===== src/clock_switch_pkg.sv =====
// Constants and types shared by the system clock switch and fail-safe monitor
// Functional notes
// - Select field 00 runs the system from the configured oscillator mode.
// - Select field 01 runs CPU and peripherals from the secondary crystal.
// - Select field 1x runs from the internal block at the chosen frequency.
// - Every reset clears the clock select field to zero.
// - Automatic switches leave the select field alone; start-up status shows source.
// - Start-up status is set on the configured external source, clear on internal.
// - Crystal modes count 1024 oscillator cycles before that clock is used.
// - Two-speed start-up is off unless a crystal mode is configured.
// - Two-speed needs switchover bit 1, select field 00 and crystal mode.
// - Two-speed starts after power-up or wake, running on the internal clock.
// - After the count, set status on internal fall, hold low, switch on crystal fall.
// - Sleep aborts the start-up count and leaves start-up status clear.
// - Switches to secondary or from sleep or power-up wait the 1024 count.
// - The monitor runs only when enabled and covers all external sources.
// - Failure detection runs only once the start-up count has expired.
// - The sample clock is the low-frequency internal oscillator divided by 64.
// - Latch set by external fall, cleared by sample rise; empty half-cycle fails.
// - Failure moves to the internal clock, sets the fail flag, requests interrupt.
// - After failure the clock stays internal until firmware restarts the external.
// - Reset, sleep or a select change clear the failure; change restarts count.
// - The fail flag cannot be cleared while the failure is still present.
// - With the secondary oscillator disabled its ready bit reads as 1.
package clock_switch_pkg;

   // Register indices on the two-bit register port
   localparam logic [1:0] CTRL_OFFSET = 2'h0;
   localparam logic [1:0] STAT_OFFSET = 2'h1;
   localparam logic [1:0] FLAG_OFFSET = 2'h2;
   localparam logic [1:0] IEN_OFFSET = 2'h3;

   // Field positions
   localparam int SELECT_LSB = 0;
   localparam int FREQ_LSB = 3;
   localparam int STARTUP_STATUS_POS = 5;
   localparam int SEC_READY_POS = 7;
   localparam int FAIL_FLAG_POS = 7;
   localparam int FAIL_IEN_POS = 7;

   // Reset values
   localparam logic [1:0] SELECT_RESET = 2'h0;
   localparam logic [3:0] FREQ_RESET = 4'h7;

   // Configuration oscillator field codes
   localparam logic [2:0] CFG_LOW_POWER_XTAL = 3'h0;
   localparam logic [2:0] CFG_STANDARD_XTAL = 3'h1;
   localparam logic [2:0] CFG_HIGH_SPEED_XTAL = 3'h2;
   localparam logic [2:0] CFG_EXT_RC = 3'h3;
   localparam logic [2:0] CFG_INTERNAL = 3'h4;

   // Timing counts
   localparam int STARTUP_COUNT = 1024;
   localparam int STARTUP_CNT_W = 11;
   localparam int SAMPLE_DIVIDE = 64;
   localparam int SAMPLE_DIV_W = 6;

   typedef enum logic [1:0] {SRC_NONE, SRC_INT, SRC_PRI, SRC_SEC} clk_src_t;
   typedef enum logic [1:0] {SW_RUN, SW_HOLD, SW_WAIT_NEW} sw_state_t;

endpackage : clock_switch_pkg


===== src/system_clock_switch_failsafe.sv =====
// System clock source selection, start-up counter, two-speed start-up and fail-safe monitor
//
// The implementer's own choices: strobed register access and the register offsets.
`timescale 1ns/1ps
module system_clock_switch_failsafe
   import clock_switch_pkg::*;
#(
   parameter int STARTUP_CYCLES = STARTUP_COUNT
)
(
   input wire logic sys_clk,
   input wire logic resetn,
   input wire logic [1:0] reg_addr,
   input wire logic [7:0] reg_wdata,
   input wire logic reg_wr,
   input wire logic reg_rd,
   output logic [7:0] reg_rdata,
   input wire logic [2:0] config_oscillator_field,
   input wire logic switchover_config_bit,
   input wire logic monitor_enable_config_bit,
   input wire logic power_up_done,
   input wire logic sleep_mode,
   input wire logic primary_osc_in,
   input wire logic secondary_osc_in,
   input wire logic internal_osc_in,
   input wire logic low_freq_osc_in,
   input wire logic secondary_enable_bit,
   input wire logic secondary_osc_ready_in,
   output logic system_clk_out,
   output logic [3:0] internal_freq_select,
   output logic [1:0] active_source,
   output logic osc_fail_irq
);

   localparam logic [STARTUP_CNT_W-1:0] STARTUP_LAST = STARTUP_CNT_W'(STARTUP_CYCLES - 1);
   localparam logic [SAMPLE_DIV_W-1:0] SAMPLE_RISE_AT = SAMPLE_DIV_W'(SAMPLE_DIVIDE / 2 - 1);
   localparam logic [SAMPLE_DIV_W-1:0] SAMPLE_FALL_AT = SAMPLE_DIV_W'(SAMPLE_DIVIDE - 1);

   typedef struct packed {
      logic [1:0] clock_select_field;
      logic [3:0] internal_freq_select;
      logic fail_irq_enable;
      logic fail_flag;
      logic fail_cond;
      logic fail_clear_pending;
      logic [STARTUP_CNT_W-1:0] startup_count;
      logic startup_done;
      logic startup_status;
      clk_src_t src;
      clk_src_t pend;
      sw_state_t sw_state;
      logic pri_prev;
      logic sec_prev;
      logic int_prev;
      logic lf_prev;
      logic [SAMPLE_DIV_W-1:0] sample_div;
      logic detect_latch;
      logic half_armed;
      logic clk_out;
      logic irq;
      logic [7:0] rdata;
   } state_t;

   localparam state_t STATE_RESET = '{
      clock_select_field: SELECT_RESET,
      internal_freq_select: FREQ_RESET,
      src: SRC_NONE,
      pend: SRC_NONE,
      sw_state: SW_RUN,
      default: '0
   };

   state_t state_reg;
   state_t state_next;

   logic pri_fall;
   logic sec_fall;
   logic lf_rise;
   logic crystal_mode;
   logic internal_mode;
   logic sel_cfg;
   logic sel_sec;
   logic sel_int;
   logic needs_startup;
   logic startup_ok;
   logic two_speed;
   logic count_fall;
   logic sample_rise;
   logic sample_fall;
   logic monitor_armed;
   logic select_change;
   logic old_fall;
   logic new_fall;
   logic sec_ready;
   clk_src_t desired;

   // Level of the clock that a source would put on the system clock
   function automatic logic src_level(input clk_src_t src, input logic p, input logic s,
                                      input logic i);
      logic lvl;
      lvl = 1'b0;
      unique case (src)
         SRC_NONE: lvl = 1'b0;
         SRC_INT: lvl = i;
         SRC_PRI: lvl = p;
         SRC_SEC: lvl = s;
      endcase
      return lvl;
   endfunction : src_level

   // Edge detection on the oscillator samples, inputs are already synchronous
   assign pri_fall = state_reg.pri_prev & ~primary_osc_in;
   assign sec_fall = state_reg.sec_prev & ~secondary_osc_in;
   assign lf_rise = ~state_reg.lf_prev & low_freq_osc_in;

   // Mode decode from the configuration word and the select field
   assign crystal_mode = (config_oscillator_field == CFG_LOW_POWER_XTAL) |
                         (config_oscillator_field == CFG_STANDARD_XTAL) |
                         (config_oscillator_field == CFG_HIGH_SPEED_XTAL);
   assign internal_mode = config_oscillator_field == CFG_INTERNAL;
   assign sel_cfg = state_reg.clock_select_field == 2'h0;
   assign sel_sec = state_reg.clock_select_field == 2'h1;
   assign sel_int = state_reg.clock_select_field[1];
   assign needs_startup = sel_sec | (sel_cfg & crystal_mode);
   assign startup_ok = ~needs_startup | state_reg.startup_done;
   assign two_speed = switchover_config_bit & sel_cfg & crystal_mode;
   assign count_fall = sel_sec ? sec_fall : pri_fall;
   assign sec_ready = ~secondary_enable_bit | secondary_osc_ready_in;
   assign select_change = reg_wr & (reg_addr == CTRL_OFFSET) &
                          (reg_wdata[SELECT_LSB +: 2] != state_reg.clock_select_field);

   // Sample clock is the top divider bit of the low-frequency oscillator
   assign sample_rise = lf_rise & (state_reg.sample_div == SAMPLE_RISE_AT);
   assign sample_fall = lf_rise & (state_reg.sample_div == SAMPLE_FALL_AT);

   // The monitor only watches an external source once its count has expired
   assign monitor_armed = monitor_enable_config_bit & ~state_reg.fail_cond & startup_ok &
                          ((state_reg.src == SRC_PRI) | (state_reg.src == SRC_SEC)) &
                          (state_reg.sw_state == SW_RUN) & ~sleep_mode & power_up_done;

   // Source the block wants; failure outranks the select field without touching it
   assign desired = (sleep_mode | ~power_up_done) ? SRC_NONE :
                    (state_reg.fail_cond | sel_int) ? SRC_INT :
                    sel_sec ? (state_reg.startup_done ? SRC_SEC : state_reg.src) :
                    internal_mode ? SRC_INT :
                    ~crystal_mode ? SRC_PRI :
                    state_reg.startup_done ? SRC_PRI :
                    two_speed ? SRC_INT : SRC_NONE;

   // A stopped or failed outgoing clock cannot be waited on
   assign old_fall = (state_reg.src == SRC_NONE) | state_reg.fail_cond |
                     (src_level(state_reg.src, state_reg.pri_prev, state_reg.sec_prev,
                                state_reg.int_prev) &
                      ~src_level(state_reg.src, primary_osc_in, secondary_osc_in,
                                 internal_osc_in));
   assign new_fall = (desired == SRC_NONE) |
                     (src_level(desired, state_reg.pri_prev, state_reg.sec_prev,
                                state_reg.int_prev) &
                      ~src_level(desired, primary_osc_in, secondary_osc_in, internal_osc_in));

   // Next-state logic for the whole block
   always_comb
   begin
      state_next = state_reg;
      state_next.pri_prev = primary_osc_in;
      state_next.sec_prev = secondary_osc_in;
      state_next.int_prev = internal_osc_in;
      state_next.lf_prev = low_freq_osc_in;
      state_next.rdata = 8'h00;

      // Start-up counter: counts falling edges of the oscillator being brought up
      if (sleep_mode | ~power_up_done)
      begin
         state_next.startup_count = '0;
         state_next.startup_done = 1'b0;
      end
      else if (select_change)
      begin
         state_next.startup_count = '0;
         state_next.startup_done = 1'b0;
      end
      else if (needs_startup & ~state_reg.startup_done & count_fall)
      begin
         if (state_reg.startup_count == STARTUP_LAST)
         begin
            state_next.startup_done = 1'b1;
         end
         else
         begin
            state_next.startup_count = state_reg.startup_count + 1'b1;
         end
      end

      // Failure condition clearing: sleep at once, select change once the count expires
      if (sleep_mode)
      begin
         state_next.fail_cond = 1'b0;
         state_next.fail_clear_pending = 1'b0;
      end
      else if (select_change)
      begin
         state_next.fail_clear_pending = state_reg.fail_cond | state_reg.fail_clear_pending;
      end
      else if (state_reg.fail_clear_pending & startup_ok & power_up_done)
      begin
         state_next.fail_cond = 1'b0;
         state_next.fail_clear_pending = 1'b0;
      end

      // Sample divider runs free on the low-frequency oscillator
      if (lf_rise)
      begin
         state_next.sample_div = state_reg.sample_div + 1'b1;
      end

      // Register writes; the flag write comes first so a hardware set still wins
      if (reg_wr)
      begin
         unique case (reg_addr)
            CTRL_OFFSET:
            begin
               state_next.clock_select_field = reg_wdata[SELECT_LSB +: 2];
               state_next.internal_freq_select = reg_wdata[FREQ_LSB +: 4];
            end
            STAT_OFFSET:
            begin
               state_next.rdata = 8'h00; // Status is read-only
            end
            FLAG_OFFSET:
            begin
               if (reg_wdata[FAIL_FLAG_POS])
               begin
                  state_next.fail_flag = 1'b1;
               end
               else if (~state_reg.fail_cond)
               begin
                  state_next.fail_flag = 1'b0;
               end
            end
            IEN_OFFSET:
            begin
               state_next.fail_irq_enable = reg_wdata[FAIL_IEN_POS];
            end
         endcase
      end

      // Detector latch and half-cycle check against the sample clock
      if (sample_rise)
      begin
         state_next.detect_latch = count_fall;
         state_next.half_armed = monitor_armed;
      end
      else if (count_fall)
      begin
         state_next.detect_latch = 1'b1;
      end
      if (~monitor_armed)
      begin
         state_next.half_armed = 1'b0;
      end
      else if (sample_fall & state_reg.half_armed & ~state_reg.detect_latch & ~count_fall)
      begin
         state_next.fail_cond = 1'b1;
         state_next.fail_flag = 1'b1;
         state_next.half_armed = 1'b0;
      end

      // Glitch-free switch: wait for the old clock to fall, hold low, join new on its fall
      unique case (state_reg.sw_state)
         SW_RUN:
         begin
            if (desired != state_reg.src)
            begin
               state_next.pend = desired;
               state_next.sw_state = SW_HOLD;
            end
         end
         SW_HOLD:
         begin
            if (old_fall)
            begin
               state_next.startup_status = (state_reg.pend == SRC_PRI);
               state_next.sw_state = SW_WAIT_NEW;
            end
         end
         SW_WAIT_NEW:
         begin
            // The target follows the wanted source so a late failure is not missed
            state_next.pend = desired;
            if (new_fall)
            begin
               state_next.src = desired;
               state_next.startup_status = (desired == SRC_PRI);
               state_next.sw_state = SW_RUN;
            end
         end
         default:
         begin
            state_next.sw_state = SW_RUN;
         end
      endcase
      if (sleep_mode)
      begin
         state_next.startup_status = 1'b0;
      end

      // Clock output follows the running source, held low while joining the new one
      if (state_reg.sw_state == SW_WAIT_NEW)
      begin
         state_next.clk_out = 1'b0;
      end
      else
      begin
         state_next.clk_out = src_level(state_reg.src, primary_osc_in, secondary_osc_in,
                                        internal_osc_in);
      end

      // Interrupt request: flag gated by its enable
      state_next.irq = state_next.fail_flag & state_next.fail_irq_enable;

      // Read data stands in the cycle after the read strobe only
      if (reg_rd)
      begin
         unique case (reg_addr)
            CTRL_OFFSET:
            begin
               state_next.rdata[SELECT_LSB +: 2] = state_reg.clock_select_field;
               state_next.rdata[FREQ_LSB +: 4] = state_reg.internal_freq_select;
            end
            STAT_OFFSET:
            begin
               state_next.rdata[SEC_READY_POS] = sec_ready;
               state_next.rdata[STARTUP_STATUS_POS] = state_reg.startup_status;
            end
            FLAG_OFFSET:
            begin
               state_next.rdata[FAIL_FLAG_POS] = state_reg.fail_flag;
            end
            IEN_OFFSET:
            begin
               state_next.rdata[FAIL_IEN_POS] = state_reg.fail_irq_enable;
            end
         endcase
      end
   end

   // Single state register; reset puts the select field back to the configured source
   always_ff @(posedge sys_clk or negedge resetn)
   begin
      if (!resetn)
      begin
         state_reg <= STATE_RESET;
      end
      else
      begin
         state_reg <= state_next;
      end
   end

   // Outputs straight from the state register
   assign reg_rdata = state_reg.rdata;
   assign system_clk_out = state_reg.clk_out;
   assign internal_freq_select = state_reg.internal_freq_select;
   assign active_source = state_reg.src;
   assign osc_fail_irq = state_reg.irq;
endmodule : system_clock_switch_failsafe


===== config.mk =====
export PLATFORM = sky130hd
export DESIGN_NAME = system_clock_switch_failsafe
export DESIGN_NICKNAME = d
export VERILOG_FILES = /design/src/clock_switch_pkg.sv /design/src/system_clock_switch_failsafe.sv
export SDC_FILE = /design/constraint.sdc
export NUM_CORES = 1
export LEC_CHECK = 0
export ABC_AREA = 1
export BUFFER_PORTS_ARGS = -buffer_cell sky130_fd_sc_hd__buf_2
export CAP_MARGIN = 20
export CORE_ASPECT_RATIO = 0.8
export CORE_MARGIN = 1.5
export CORE_UTILIZATION = 40
export DETAILED_ROUTE_END_ITERATION = 10
export PLACE_DENSITY = 0.59
export SETUP_SLACK_MARGIN = 0.15
export SLEW_MARGIN = 40
export SYNTH_ARGS = -nofsm -noshare
export SYNTH_HDL_FRONTEND = slang
export SYNTH_SLANG_ARGS = --single-unit
export TNS_END_PERCENT = 20

===== constraint.sdc =====
create_clock -name sys_clk -period 2.03 [get_ports sys_clk]
set_input_delay 0.1015 -clock sys_clk [delete_from_list [all_inputs] [get_ports sys_clk]]
set_output_delay 0.1015 -clock sys_clk [all_outputs]
set_load 0.02 [all_outputs]

==> metrics.md <==
| Metric | Value |
|---|---|
| # nets final | `409` |
| Leak Pwr | `1.71 nW` |
| Gr busiest metal | `met1` |
| Final Max Tran Viols | `0` |
| Cells after Synth | `320` |
| Final TNS setup | `0 ns` |
| Hold depth | `3` |
| Switch share | `0.368` |
| Routing usage on met1 | `0.238` |
| Final hold vios | `0` |
| Htree depth | `2` |
| R2R Path Start | `state_reg[30]$_DFFE_PN0P_` |
| CP max FO | `6` |
| Met2 usage | `0.235` |
| RR Endpoint | `state_reg[36]$_DFFE_PN0P_` |
| Vias in the first global route | `2,067` |
| Main synth FF type | `dfrtp_1` |
| Arr. time, crit path | `2.02 ns` |
| Worst-skew pair later-pin latency | `0.30 ns` |
| Async set or reset register ratio after synthesis | `1.00` |
| Avg Synthesized Cell Area | `8.49 µm²` |
| Crit path launch type | `flip-flop` |
| Detail Placement HPWL | `3850 µm` |
| Crit path kind | `flip-flop to flip-flop` |
| Layout area overhead | `21.5%` |
| Mapped cell area | `0.00272 mm²` |
| Final worst slack | `0.227 ns` |
| Commonest cells in the synthesized netlist | `63 x nand2_1, 47 x dfrtp_1, 39 x inv_1` |
| Top-area cell type share of the netlist area | `0.433` |
| CP startpoint | `state_reg[30]$_DFFE_PN0P_` |
| I/O Pins | `43` |
| Starting Density | `0.420` |
| Top post-synthesis cells by area | `dfrtp_1 43%, nand2_1 8.7%, inv_1 5.4%` |
| Die Span Y | `76.7 µm` |
| YS warnings | `0` |
| Final period util | `0.888` |
| Yosys reg bits | `50` |
| Drt first pass iters | `4` |
| CTS Buf Count | `5` |
| Buffers on Ports | `40` |
| Status | `complete, no violations` |
| Clock transition at path regs | `0.10 ns` |
| First-pass GRT wire length | `9290 µm` |
| Reg power frac | `0.446` |
| FF-to-FF setup slack | `0.23 ns` |
| Sequential share of the synthesized area | `0.462` |
| Switching pwr | `1.08 mW` |
| CP required | `2.25 ns` |
| Clock power share | `0.218` |
| WL/cell | `11.7 µm` |
| Count leader, synth | `nand2_1` |
| CTS tree | `yes` |
| Hold WS | `0.0169 ns` |
| GRT overflow | `0` |
| Crit. End Element | `flip-flop` |
| Vias | `2,204` |
| Inserted Diodes | `0` |
| Root Driver | `clkbuf_8` |
| Setup Viol. Count Final | `0` |
| Starting DRT DRC Count | `101` |
| DIE AREA | `0.00730 mm²` |
| Routed Antenna Nets | `0` |
| P per Cell Area | `886 mW/mm²` |
| Crit path capture | `state_reg[36]$_DFFE_PN0P_` |
| Max reg flops | `34` |
| Worst slew margin | `0.577` |
| Worst VDD drop | `0.000447 V` |
| Post-synth EDFFs | `0` |
| R2R depth | `10` |
| Leading area contributor after synthesis | `dfrtp_1` |
| Maximum clock path buffer count | `2` |
| Fmax | `0.555 GHz` |
| Crit path time final | `1.80 ns` |
| Vias per cell | `4.74` |
| Initial antenna violation count | `0` |
| Largest net degree at the start of global routing | `51` |
| Tightest Pin Transition | `0.634 ns` |
| Distinct cells, synth | `41` |
| Detailed-route DRC error count | `0` |
| CTS sink cnt | `50` |
| Total GRT Usage | `0.162` |
| DRT Wirelength | `5430 µm` |
| Skew final | `0.00446 ns` |
| Core area | `0.00647 mm²` |
| Layout filler cell count | `656` |
| RSZ-0062 raised after global routing | `yes` |
| Syn_nets | `349` |
| Maxcap violations | `0` |
| Gpl congestion | `0.785` |
| Share of layout cells above drive strength 1 | `0.325` |
| Worst min-delay path class | `primary input to flip-flop` |
| Die X | `95.2 µm` |
| Rows | `26` |
| Internal | `1.85 mW` |
| Combinational Power Share | `0.336` |
| Pre-CTS setup slack | `0.155 ns` |
| Met3 GRT Util | `0.0337` |
-- power by group through the flow --
stage / sequential [mW] / clock [mW] / combinational [mW]
floorplan: 1.31 / 0 / 0.679
global placement: 1.32 / 0 / 0.834
detailed placement: 1.32 / 0 / 0.851
CTS: 1.31 / 0.658 / 0.868
global route: 1.33 / 0.698 / 1.10
finish: 1.30 / 0.639 / 0.983
-- how the worst min path moves through the flow --
| stage | endpoint | slack [ns] | startpoint |
|---|---|---|---|
| after floorplan | active_source[0]$_DFFE_PN0P_ | -0.19 | resetn |
| after global placement | state_reg[19]$_DFF_PN0_ | 0.22 | internal_osc_in |
| after detailed placement | state_reg[18]$_DFF_PN0_ | 0.23 | low_freq_osc_in |
| after CTS | internal_freq_select[1]$_DFFE_PN1P_ | 0.007 | reg_wdata[4] |
| after global routing | internal_freq_select[0]$_DFFE_PN1P_ | 0.02 | reg_wdata[3] |
| final | internal_freq_select[0]$_DFFE_PN1P_ | 0.02 | reg_wdata[3] |
-- repair_timing --
action                                  in CTS  in global routing
endpoints found under the hold margin       53                  0
endpoints found under the setup margin       2                 15
cloned                                       0                  0
hold buffers                                 7                  0
buffers inserted                             2                 13
pin swaps                                    1                  8
gates resized for setup                      1                 17
-- routing by layer --
layer / up-vias / routed length, µm
li1: 1136 / -
met1: 1017 / 2860
met3: 4 / 254
met4: 0 / 53
met2: 47 / 2260
met5: - / 0
-- cell usage in the layout, fill, tap and decap left out, types with 7 or more instances in the layout --
cell and instances:
nand4_1 7, dfrtp_1 44, nor2_1 28, buf_2 40
nand2_1 61, o21ai_0 15, nand2_4 7, buf_4 21
dlygate4sd3_1 7, a21oi_1 12, inv_1 38, inv_2 10
nand2_2 7, nand3_1 14
-- worst max-delay path, cell delays in order (launching register included) --
cell,delay (ns)
dfrtp_1,0.41
ha_4,0.16
nand3_2,0.10
nor2_4,0.11
inv_2,0.07
nor2_8,0.11
nand4_4,0.11
o21ai_4,0.21
buf_4,0.15
inv_2,0.06
a211oi_1,0.23
-- per-stage QoR --
| stage | util | instance area [µm²] | power (mW) | std cells |
|---|---|---|---|---|
| finish | 0.510 | 3300 | 2.93 | 465 |
| global route | 0.510 | 3300 | 3.13 | 465 |
| CTS | 0.485 | 3140 | 2.83 | 452 |
| detailed placement | 0.456 | 2950 | 2.17 | 435 |
| global placement | 0.456 | 2950 | 2.15 | 435 |
| floorplan | - | 2720 | 1.99 | 320 |
-- final cells by class --
type                            count  area [µm²]  share of cell area
Timing Repair Buffer               68         428               0.130
Sequential cell                    50        1260               0.381
Clock inverter                      2        17.5             0.00530
Clock buffer                        6        82.6              0.0250
Inverter                           50         195              0.0591
Tap cell                           84         105              0.0318
Multi-Input combinational cell    205        1220               0.368
-- logic make-up (layout without fill, tap and decap cells) --
family | after synthesis | after routing | synth area share
other | 1 | 1 | 0.00138
flip-flops | 50 | 50 | 0.462
multiplexers | 1 | 1 | 0.00414
AND/OR/NAND/NOR | 149 | 149 | 0.285
buffers and inverters | 65 | 126 | 0.114
AO/OA/AOI/OAI | 45 | 45 | 0.103
XOR/XNOR | 7 | 7 | 0.0226
adder cells (fa/ha/maj) | 2 | 2 | 0.00921
Note: power is estimated with default switching activity, not from simulation.
